## src/core/tpo_pkg.sv

```systemverilog
/*
 * Shared constants of the touch and proximity option decoder: bank offsets,
 * field positions, decode tables and timing figures.
 * Assumes a 100 MHz system clock and 8-bit register addresses.
 */
package tpo_pkg;
	localparam logic [7:0] TPO_OFS_BANK0 = 8'hc4;
	localparam logic [7:0] TPO_OFS_BANK1 = 8'hc5;
	localparam logic [7:0] TPO_OFS_BANK2 = 8'hc6;
	localparam logic [7:0] TPO_OFS_STATUS = 8'hc7;
	localparam logic [7:0] TPO_BANK_RESET = 8'h00;
	// Bank 0 fields
	localparam int TPO_B0_TOUCH_OUTPUT_FUNCTION = 7;
	localparam int TPO_B0_PROXIMITY_OUTPUT_FUNCTION = 6;
	localparam int TPO_B0_POL = 5;
	localparam int TPO_B0_TOUCH_THRESHOLD_SELECT_LSB = 2;
	localparam int TPO_B0_PROXIMITY_THRESHOLD_SELECT_LSB = 0;
	// Bank 1 fields
	localparam int TPO_B1_HALT_LSB = 6;
	localparam int TPO_B1_BASE_LSB = 0;
	localparam logic [7:0] TPO_B1_READ_MASK = 8'hc7;
	// Bank 2 fields
	localparam int TPO_B2_STREAM = 7;
	localparam int TPO_B2_CHARGE_TRANSFER_FREQUENCY = 6;
	localparam int TPO_B2_STREAMING_ENABLE = 5;
	localparam int TPO_B2_TARGET = 3;
	localparam int TPO_B2_TUNE = 2;
	localparam int TPO_B2_LP_LSB = 0;
	localparam logic [7:0] TPO_B2_READ_MASK = 8'hef;
	// Decoded values
	localparam logic [9:0] TPO_FREQ_FAST_KHZ = 10'h200;
	localparam logic [9:0] TPO_FREQ_SLOW_KHZ = 10'h0fa;
	localparam logic [10:0] TPO_TARGET_HIGH = 11'h400;
	localparam logic [10:0] TPO_TARGET_LOW = 11'h200;
	localparam logic [7:0] TPO_HALT_SHORT_S = 8'h14;
	localparam logic [7:0] TPO_HALT_LONG_S = 8'h28;
	localparam logic [7:0] TPO_HALT_NONE_S = 8'h00;
	// Event qualification in consecutive samples
	localparam int TPO_PROX_SAMPLES = 6;
	localparam int TPO_TOUCH_SAMPLES = 3;
	// Latch hold time
	localparam int TPO_CLK_MHZ = 100;
	localparam int TPO_LATCH_MS = 4000;
	localparam int TPO_LATCH_CYCLES = TPO_LATCH_MS * 1000 * TPO_CLK_MHZ;
	// Cycles after reset release in which the programmer may fill the banks
	localparam int TPO_PROG_WINDOW = 16;

	typedef enum logic [1:0] {
		TPO_BOOST_POWER = 2'b00,
		TPO_NORMAL_POWER = 2'b01,
		TPO_LOW_POWER_ONE = 2'b10,
		TPO_LOW_POWER_TWO = 2'b11
	} tpo_power_t;

	// Touch threshold numerator over 256
	function automatic logic [7:0] tpo_touch_frac(input logic [2:0] sel);
		case (sel)
			3'h0: tpo_touch_frac = 8'h48;
			3'h1: tpo_touch_frac = 8'h08;
			3'h2: tpo_touch_frac = 8'h18;
			3'h3: tpo_touch_frac = 8'h30;
			3'h4: tpo_touch_frac = 8'h60;
			3'h5: tpo_touch_frac = 8'h80;
			3'h6: tpo_touch_frac = 8'ha0;
			default: tpo_touch_frac = 8'hc0;
		endcase
	endfunction : tpo_touch_frac

	function automatic logic [4:0] tpo_prox_thr(input logic [1:0] sel);
		case (sel)
			2'h0: tpo_prox_thr = 5'h04;
			2'h1: tpo_prox_thr = 5'h02;
			2'h2: tpo_prox_thr = 5'h08;
			default: tpo_prox_thr = 5'h10;
		endcase
	endfunction : tpo_prox_thr

	function automatic logic [9:0] tpo_scan_ms(input logic [1:0] sel);
		case (sel)
			2'h0: tpo_scan_ms = 10'h009;
			2'h1: tpo_scan_ms = 10'h080;
			2'h2: tpo_scan_ms = 10'h100;
			default: tpo_scan_ms = 10'h200;
		endcase
	endfunction : tpo_scan_ms

	function automatic logic [8:0] tpo_base(input logic [2:0] sel);
		case (sel)
			3'h0: tpo_base = 9'h0c8;
			3'h1: tpo_base = 9'h032;
			3'h2: tpo_base = 9'h04b;
			3'h3: tpo_base = 9'h064;
			3'h4: tpo_base = 9'h096;
			3'h5: tpo_base = 9'h0fa;
			3'h6: tpo_base = 9'h12c;
			default: tpo_base = 9'h1f4;
		endcase
	endfunction : tpo_base
endpackage : tpo_pkg

```

## src/core/tpo_option_decoder.sv

```systemverilog
/*
 * Touch and proximity option decoder: three write-once option banks, their
 * decode into working settings, and the touch and proximity output pins.
 * Assumes the bank programmer and the measurement logic sit on clk_in.
 */
`timescale 1ns/1ps
`default_nettype none
module tpo_option_decoder
	import tpo_pkg::*;
#(
	parameter int CW = 16,
	parameter int LATCH_CYCLES = TPO_LATCH_CYCLES
) (
	input wire logic clk_in,
	input wire logic sys_rst_in,
	input wire logic [7:0] reg_addr_in,
	input wire logic [7:0] reg_wdata_in,
	input wire logic reg_wr_in,
	input wire logic reg_rd_in,
	output logic [7:0] reg_rdata_out,
	input wire logic sample_valid_in,
	input wire logic [CW-1:0] long_term_average_in,
	input wire logic [CW-1:0] count_in,
	output logic touch_output_pin_out,
	output logic proximity_output_pin_out,
	output logic config_loaded_out,
	output logic [7:0] touch_fraction_out,
	output logic [4:0] proximity_threshold_out,
	output logic halt_valid_out,
	output logic [1:0] recalibration_halt_time_out,
	output logic [7:0] halt_seconds_out,
	output logic [8:0] base_value_out,
	output logic stream_two_wire_out,
	output logic streaming_enable_out,
	output logic [9:0] charge_transfer_frequency_out,
	output logic [10:0] tuning_target_out,
	output logic automatic_tuning_partial_out,
	output logic [1:0] power_mode_select_out,
	output logic [9:0] scan_period_ms_out
);
	if (CW < 9 || CW > 24) begin : g_bad_cw
		$error("CW out of range");
	end
	if (LATCH_CYCLES < 2) begin : g_bad_latch
		$error("LATCH_CYCLES too small");
	end
	if (TPO_PROG_WINDOW < 2 || TPO_PROG_WINDOW > 256) begin : g_bad_window
		$error("TPO_PROG_WINDOW out of range");
	end

	typedef struct packed {
		logic [2:0][7:0] bank;
		logic [2:0] programmed;
		logic loaded;
		logic [7:0] prog_wait;
		logic [7:0] rdata;
		// Decoded settings, frozen once loaded
		logic touch_toggle;
		logic prox_latch;
		logic active_high;
		logic [7:0] touch_frac;
		logic [4:0] prox_thr;
		logic halt_valid;
		logic [1:0] halt_sel;
		logic [7:0] halt_s;
		logic [8:0] base;
		logic two_wire;
		logic stream_en;
		logic [9:0] freq_khz;
		logic [10:0] target;
		logic partial;
		tpo_power_t power;
		logic [9:0] scan_ms;
		// Event tracking
		logic [2:0] prox_cnt;
		logic [2:0] touch_cnt;
		logic prox_act;
		logic touch_act;
		logic touch_state;
		logic prox_state;
		logic [31:0] latch_timer;
		logic touch_pin;
		logic prox_pin;
	} tpo_state_t;

	tpo_state_t st_r;
	tpo_state_t st_nxt;

	// Clamped difference between average and current count
	function automatic logic [CW-1:0] drop_of(input logic [CW-1:0] long_term_average, input logic [CW-1:0] cs);
		drop_of = (long_term_average > cs) ? long_term_average - cs : '0;
	endfunction : drop_of

	logic [CW-1:0] drop;
	logic [CW+7:0] touch_prod;
	logic [CW-1:0] touch_thr;
	logic prox_hit;
	logic touch_hit;
	logic bank_sel;
	logic [1:0] bank_idx;

	always_comb begin
		drop = drop_of(long_term_average_in, count_in);
		touch_prod = long_term_average_in * st_r.touch_frac;
		touch_thr = touch_prod[CW+7:8];
		prox_hit = drop >= CW'(st_r.prox_thr);
		touch_hit = drop >= touch_thr;
		bank_sel = 1'b1;
		bank_idx = 2'h0;
		case (reg_addr_in)
			TPO_OFS_BANK0: bank_idx = 2'h0;
			TPO_OFS_BANK1: bank_idx = 2'h1;
			TPO_OFS_BANK2: bank_idx = 2'h2;
			default: bank_sel = 1'b0;
		endcase
	end

	always_comb begin
		st_nxt = st_r;

		// Each bank takes one write only, like the fuses it models
		if (reg_wr_in && bank_sel && !st_r.programmed[bank_idx]) begin
			st_nxt.bank[bank_idx] = reg_wdata_in;
			st_nxt.programmed[bank_idx] = 1'b1;
		end

		// Reads answer one cycle later; unmapped addresses read zero
		st_nxt.rdata = 8'h00;
		if (reg_rd_in) begin
			case (reg_addr_in)
				TPO_OFS_BANK0: st_nxt.rdata = st_r.bank[0];
				TPO_OFS_BANK1: st_nxt.rdata = st_r.bank[1] & TPO_B1_READ_MASK;
				TPO_OFS_BANK2: st_nxt.rdata = st_r.bank[2] & TPO_B2_READ_MASK;
				TPO_OFS_STATUS: st_nxt.rdata = {st_r.prox_state, st_r.touch_state,
					st_r.prox_act, st_r.touch_act, st_r.loaded, st_r.programmed};
				default: st_nxt.rdata = 8'h00;
			endcase
		end

		// Banks written inside the window after reset are decoded once;
		// a write at or after the decode edge is never decoded; the next reset clears it
		if (!st_r.loaded && st_r.prog_wait != 8'(TPO_PROG_WINDOW - 1))
			st_nxt.prog_wait = st_r.prog_wait + 8'h01;
		if (!st_r.loaded && st_r.prog_wait == 8'(TPO_PROG_WINDOW - 1)) begin
			st_nxt.loaded = 1'b1;
			st_nxt.touch_toggle = st_r.bank[0][TPO_B0_TOUCH_OUTPUT_FUNCTION];
			st_nxt.prox_latch = st_r.bank[0][TPO_B0_PROXIMITY_OUTPUT_FUNCTION];
			st_nxt.active_high = st_r.bank[0][TPO_B0_POL];
			st_nxt.touch_frac = tpo_touch_frac(st_r.bank[0][TPO_B0_TOUCH_THRESHOLD_SELECT_LSB +: 3]);
			st_nxt.prox_thr = tpo_prox_thr(st_r.bank[0][TPO_B0_PROXIMITY_THRESHOLD_SELECT_LSB +: 2]);
			st_nxt.two_wire = st_r.bank[2][TPO_B2_STREAM];
			st_nxt.freq_khz = st_r.bank[2][TPO_B2_CHARGE_TRANSFER_FREQUENCY] ? TPO_FREQ_SLOW_KHZ
				: TPO_FREQ_FAST_KHZ;
			st_nxt.stream_en = st_r.bank[2][TPO_B2_STREAMING_ENABLE];
			st_nxt.target = st_r.bank[2][TPO_B2_TARGET] ? TPO_TARGET_LOW
				: TPO_TARGET_HIGH;
			st_nxt.partial = st_r.bank[2][TPO_B2_TUNE];
			st_nxt.power = tpo_power_t'(st_r.bank[2][TPO_B2_LP_LSB +: 2]);
			st_nxt.scan_ms = tpo_scan_ms(st_r.bank[2][TPO_B2_LP_LSB +: 2]);
			// Bank 1 layout is meaningless under partial tuning
			st_nxt.halt_valid = !st_r.bank[2][TPO_B2_TUNE];
			st_nxt.halt_sel = 2'h0;
			st_nxt.halt_s = TPO_HALT_NONE_S;
			st_nxt.base = '0;
			if (!st_r.bank[2][TPO_B2_TUNE]) begin
				st_nxt.halt_sel = st_r.bank[1][TPO_B1_HALT_LSB +: 2];
				case (st_r.bank[1][TPO_B1_HALT_LSB +: 2])
					2'h0: st_nxt.halt_s = TPO_HALT_SHORT_S;
					2'h1: st_nxt.halt_s = TPO_HALT_LONG_S;
					2'h2: st_nxt.halt_s = TPO_HALT_NONE_S;
					default: st_nxt.halt_s = TPO_HALT_LONG_S;
				endcase
				st_nxt.base = tpo_base(st_r.bank[1][TPO_B1_BASE_LSB +: 3]);
			end
		end

		// Consecutive-sample qualification, only once settings are live
		if (st_r.loaded && sample_valid_in) begin
			if (prox_hit) begin
				if (st_r.prox_cnt < 3'(TPO_PROX_SAMPLES))
					st_nxt.prox_cnt = st_r.prox_cnt + 3'h1;
			end else begin
				st_nxt.prox_cnt = 3'h0;
			end
			if (touch_hit) begin
				if (st_r.touch_cnt < 3'(TPO_TOUCH_SAMPLES))
					st_nxt.touch_cnt = st_r.touch_cnt + 3'h1;
			end else begin
				st_nxt.touch_cnt = 3'h0;
			end
		end
		st_nxt.prox_act = st_nxt.prox_cnt == 3'(TPO_PROX_SAMPLES);
		st_nxt.touch_act = st_nxt.touch_cnt == 3'(TPO_TOUCH_SAMPLES);

		// Touch output: follow the event, or invert on each new one
		if (st_r.touch_toggle) begin
			if (st_nxt.touch_act && !st_r.touch_act)
				st_nxt.touch_state = !st_r.touch_state;
		end else begin
			st_nxt.touch_state = st_nxt.touch_act;
		end

		// Proximity output: follow the event, or hold for the latch time
		if (st_r.latch_timer != 32'h0000_0000)
			st_nxt.latch_timer = st_r.latch_timer - 32'h0000_0001;
		if (st_r.prox_latch) begin
			if (st_nxt.prox_act && !st_r.prox_act)
				st_nxt.latch_timer = 32'(LATCH_CYCLES);
			st_nxt.prox_state = st_nxt.prox_act
				|| st_nxt.latch_timer != 32'h0000_0000;
		end else begin
			st_nxt.prox_state = st_nxt.prox_act;
		end

		// Push-pull pins; inactive level follows the polarity choice
		st_nxt.touch_pin = st_nxt.active_high ? st_nxt.touch_state : !st_nxt.touch_state;
		st_nxt.prox_pin = st_nxt.active_high ? st_nxt.prox_state : !st_nxt.prox_state;
	end

	always_ff @(posedge clk_in or posedge sys_rst_in) begin
		if (sys_rst_in) begin
			st_r <= '0;
			st_r.bank <= {3{TPO_BANK_RESET}};
			st_r.touch_pin <= 1'b1;
			st_r.prox_pin <= 1'b1;
		end else begin
			st_r <= st_nxt;
		end
	end

	always_comb begin
		reg_rdata_out = st_r.rdata;
		touch_output_pin_out = st_r.touch_pin;
		proximity_output_pin_out = st_r.prox_pin;
		config_loaded_out = st_r.loaded;
		touch_fraction_out = st_r.touch_frac;
		proximity_threshold_out = st_r.prox_thr;
		halt_valid_out = st_r.halt_valid;
		recalibration_halt_time_out = st_r.halt_sel;
		halt_seconds_out = st_r.halt_s;
		base_value_out = st_r.base;
		stream_two_wire_out = st_r.two_wire;
		streaming_enable_out = st_r.stream_en;
		charge_transfer_frequency_out = st_r.freq_khz;
		tuning_target_out = st_r.target;
		automatic_tuning_partial_out = st_r.partial;
		power_mode_select_out = st_r.power;
		scan_period_ms_out = st_r.scan_ms;
	end
endmodule : tpo_option_decoder
`default_nettype wire

```

## config.mk

```make
export PLATFORM = sky130hd
export DESIGN_NAME = tpo_option_decoder
export DESIGN_NICKNAME = d
export VERILOG_FILES = /design/src/core/tpo_pkg.sv /design/src/core/tpo_option_decoder.sv
export SDC_FILE = /design/constraint.sdc
export NUM_CORES = 1
export LEC_CHECK = 0
export ABC_AREA = 1
export ABC_CLOCK_PERIOD_IN_PS = 13450
export CAP_MARGIN = 20
export CORE_ASPECT_RATIO = 0.75
export CORE_MARGIN = 1.5
export CORE_UTILIZATION = 40
export DETAILED_ROUTE_END_ITERATION = 10
export DONT_BUFFER_PORTS = 1
export SYNTH_ARGS = -nofsm -noshare
export SYNTH_HDL_FRONTEND = slang
export SYNTH_SLANG_ARGS = --single-unit
```

## constraint.sdc

```tcl
create_clock -name clk_in -period 13.45 [get_ports clk_in]
set_clock_uncertainty 0.15 [all_clocks]
set_input_delay 2.69 -clock clk_in [delete_from_list [all_inputs] [get_ports clk_in]]
set_output_delay 2.69 -clock clk_in [all_outputs]
set_load 0.01 [all_outputs]
```

==> results.sh <==
export IMPL_htreeDepth=4
export IMPL_timing_critical_path_max_delay_family="adder cells"
export IMPL_slew_headroom_pct=44.0
export IMPL_synthArstFlopShare_pct=100
export IMPL_crit_slowest_cell="fa_1"
export IMPL_cts_tree="built"
export IMPL_p_sw_share_pct=34.3
export IMPL_p_total_mw=1.17
export IMPL_diodes=0
export IMPL_drive_gt1_share_pct=6.95
export IMPL_worst_slack_ns=5.25
export IMPL_die_h_um=147
export IMPL_power_switching_uw=401
export IMPL_rr_endpoint="touch_output_pin_out"
export IMPL_period_share_pct=60.9
export IMPL_ys_seq_area_share_pct=27.8
export IMPL_drt_pass1_iter_count=6
export IMPL_drc=0
export IMPL_grt_max_degree=70
export IMPL_synth_seq_cells=123
export IMPL_cp_common_cell="nand2_1"
export IMPL_min_path_cells=1
export IMPL_grt_pass1_wl_um=45200
export IMPL_timing_fmax_ghz=0.122
export IMPL_grtUsageTotal_pct=19.8
export IMPL_p_clk_share_pct=38.5
export IMPL_syn_area_um2=11100
export IMPL_nFillCells=2714
export IMPL_post_dp_hpwl_um=21900
export IMPL_syn_avg_cell_area_um2=7.19
export IMPL_whs_ns=0.321
export IMPL_die_w_um=195
export IMPL_vias_per_cell=4.85
export IMPL_startpoint_type="input pin"
export IMPL_power_leakage_nw=6.66
export IMPL_intPower_uw=767
export IMPL_placed_area_um2=11000
export IMPL_clk_pin_slew_worst_paths_ns=0.06
export IMPL_ctsResizeCount=0
export IMPL_finalSetupViolations=0
export IMPL_yosysWarnings=0
export IMPL_min_from="st_r[131]"
export IMPL_ctsHoldBuffers=0
export IMPL_power_density_nw_per_um2=101
export IMPL_holdPathEnd="st_r[131]"
export IMPL_worst_pin_slew_ns=0.840
export IMPL_p_seq_share_pct=36.0
export IMPL_worst_path_buf_inv=3
export IMPL_maxSlewViolCount=0
export IMPL_rrSetupSlack_ns=6.68
export IMPL_comb_power_share_pct=25.5
export IMPL_ant_nets=0
export IMPL_clock_latency_ns=0.42
export IMPL_pin_count=133
export IMPL_final_nets=1688
export IMPL_grt_antenna_before_repair=0
export IMPL_syn_to_final_growth_pct=4.55
export IMPL_clock_sinks=123
export IMPL_r2r_cells=31
export IMPL_rsz0062_at_grt="false"
export IMPL_gp_congestion=0.947
export IMPL_synth_edf_count=0
export IMPL_worst_setup_path_type="in2reg"
export IMPL_die_area_um2=28800
export IMPL_overflow=0
export IMPL_ys_types=50
export IMPL_ir_drop_mv=0.0819
export IMPL_ys_flop_type="dfrtp_1"
export IMPL_status="finished clean"
export IMPL_start_util_pct=40.9
export IMPL_core_um2=27100
export IMPL_drv_cap=0
export IMPL_slowest_delay_ns=0.55
export IMPL_crit_fanout=5
export IMPL_hold_path_class="reg2reg"
export IMPL_rows=52
export IMPL_worstPathRequired_ns=13.63
export IMPL_grt_pass1_vias=8477
export IMPL_setup_total_negative_slack_ns=0
export IMPL_end_kind="flip-flop"
export IMPL_period_needed_ns=8.20
export IMPL_clockRootBuffer="clkbuf_16"
export IMPL_portBuffers=0
export IMPL_numCtsBuffers=17
export IMPL_finalHoldViolations=0
export IMPL_dr_total_vias=9022
export IMPL_syn_inst=1544
export IMPL_final_cell_area_um2=11600
export IMPL_max_clock_path_buffers=2
export IMPL_drt_iter0_markers=882
export IMPL_dp_slack_ns=4.82
export IMPL_post_cts_buffers=0
export IMPL_cp_data_arrival_time_ns=8.38
export IMPL_routed_wl_um=27200
export IMPL_wl_per_cell_um=14.6
export IMPL_timing_rr_start="touch_fraction_out[6]"
[power by group through the flow]
| stage | Clock [mW] | Sequential (mW) | Combinational, mW |
|---|---|---|---|
| 5_1_grt | 0.479 | 0.423 | 0.346 |
| 4_1_cts | 0.460 | 0.420 | 0.298 |
| 2_1_floorplan | 0 | 0.420 | 0.238 |
| 3_5_place_dp | 0 | 0.426 | 0.295 |
| 3_3_place_gp | 0 | 0.426 | 0.288 |
| 6_report | 0.450 | 0.421 | 0.298 |
[kinds of logic after synthesis]
group,Yosys count,share of synthesized area (%)
AOI/OAI and AO/OA,138,7.53
xor gates and xnor gates,44,3.60
adders and majority gates,138,18.5
buffers and inverters,411,16.6
DFF,123,27.8
muxes,1,0.0902
other,1,0.0338
and+or+nand+nor,688,25.8
[cells in the mapped netlist (all sizes together) (2+ instances only)]
library cell	count	area [µm²]
a211oi	2	20.0
a22o	3	26.3
dfstp	2	52.6
nand3b	7	52.6
xnor2	20	175
and2	2	12.5
nand4	22	153
fa	44	881
a21oi	46	230
inv	312	1170
o31ai	5	37.5
xor2	23	201
ha	94	1180
nand3	62	320
clkbuf	18	67.6
or2	7	43.8
a221oi	5	43.8
nor3	6	30.0
a31oi	2	12.5
buf	81	607
o22ai	4	25.0
o211ai	3	22.5
nand2	430	1630
nor2	146	553
o21bai	4	30.0
o21ai	60	353
nor4	4	61.3
dfrtp	121	3030
[sequential cells by signal, summed over array words and instances (netlist names), 2 cells and up]
| register | count |
|---|---|
| reg_rdata_out | 8 |
| base_value_out | 9 |
| st_r | 76 |
| proximity_threshold_out | 4 |
| tuning_target_out | 2 |
| touch_fraction_out | 5 |
| scan_period_ms_out | 4 |
| recalibration_halt_time_out | 2 |
| charge_transfer_frequency_out | 2 |
| power_mode_select_out | 2 |
| halt_seconds_out | 2 |
[worst reg2reg max path: cells and delay by family, from the launching register on]
family / cells / cell delay (ns)
buf+inv: 4 / 0.47
simple gates: 14 / 1.65
xor+xnor: 2 / 0.32
flops: 1 / 0.47
fa+ha+maj: 6 / 2.58
compound gates: 5 / 1.05
[cells in the final DEF, fill, tap and decap left out, drive strengths merged, types with 3 or more instances in the layout]
cell type,instances
nand2,430
inv,321
nor2,146
dfrtp,121
ha,94
nand3,62
o21ai,60
a21oi,46
fa,44
conb,25
xor2,23
nand4,22
xnor2,20
clkbuf,17
buf,9
or2,7
nand3b,7
nor3,6
o31ai,5
a221oi,5
o22ai,4
o21bai,4
nor4,4
a22o,3
o211ai,3
clkinvlp,3
[how the worst max path moves through the flow]
stage / from / endpoint / slack, ns / depth (start not counted)
final: long_term_average_in[0] / touch_output_pin_out / 5.25 / 30
after global placement: long_term_average_in[0] / touch_output_pin_out / 5.01 / 30
after detailed placement: long_term_average_in[0] / touch_output_pin_out / 4.82 / 30
after floorplan: long_term_average_in[0] / touch_output_pin_out / 5.52 / 30
after global routing: long_term_average_in[0] / touch_output_pin_out / 4.67 / 30
after CTS: long_term_average_in[0] / touch_output_pin_out / 5.27 / 30
[stage by stage]
stage          utilization, %  cells
3_5_place_dp             40.6   1829
6_report                 42.8   1861
3_3_place_gp             40.6   1829
4_1_cts                  42.8   1861
2_1_floorplan               -   1568
5_1_grt                  42.8   1861
[metal layers]
metal	global-route usage [%]	up-vias	routed length (µm)
li1	-	4552	-
met5	0	-	0
met3	4.52	22	2130
met1	31.2	4200	13900
met4	3.68	0	279
met2	27.3	248	10900
[area by class of cell]
| cell class | count | area (µm²) | share of cell area, % |
|---|---|---|---|
| multi-input cells | 1034 | 6270 | 54.0 |
| repair buffers | 9 | 67.6 | 0.582 |
| inverters | 312 | 1170 | 10.1 |
| well taps | 351 | 439 | 3.78 |
| flip-flops and latches | 123 | 3080 | 26.5 |
| clock buffers | 17 | 425 | 3.67 |
| clock inverters | 15 | 153 | 1.32 |
(Power assumes the default switching activity.)
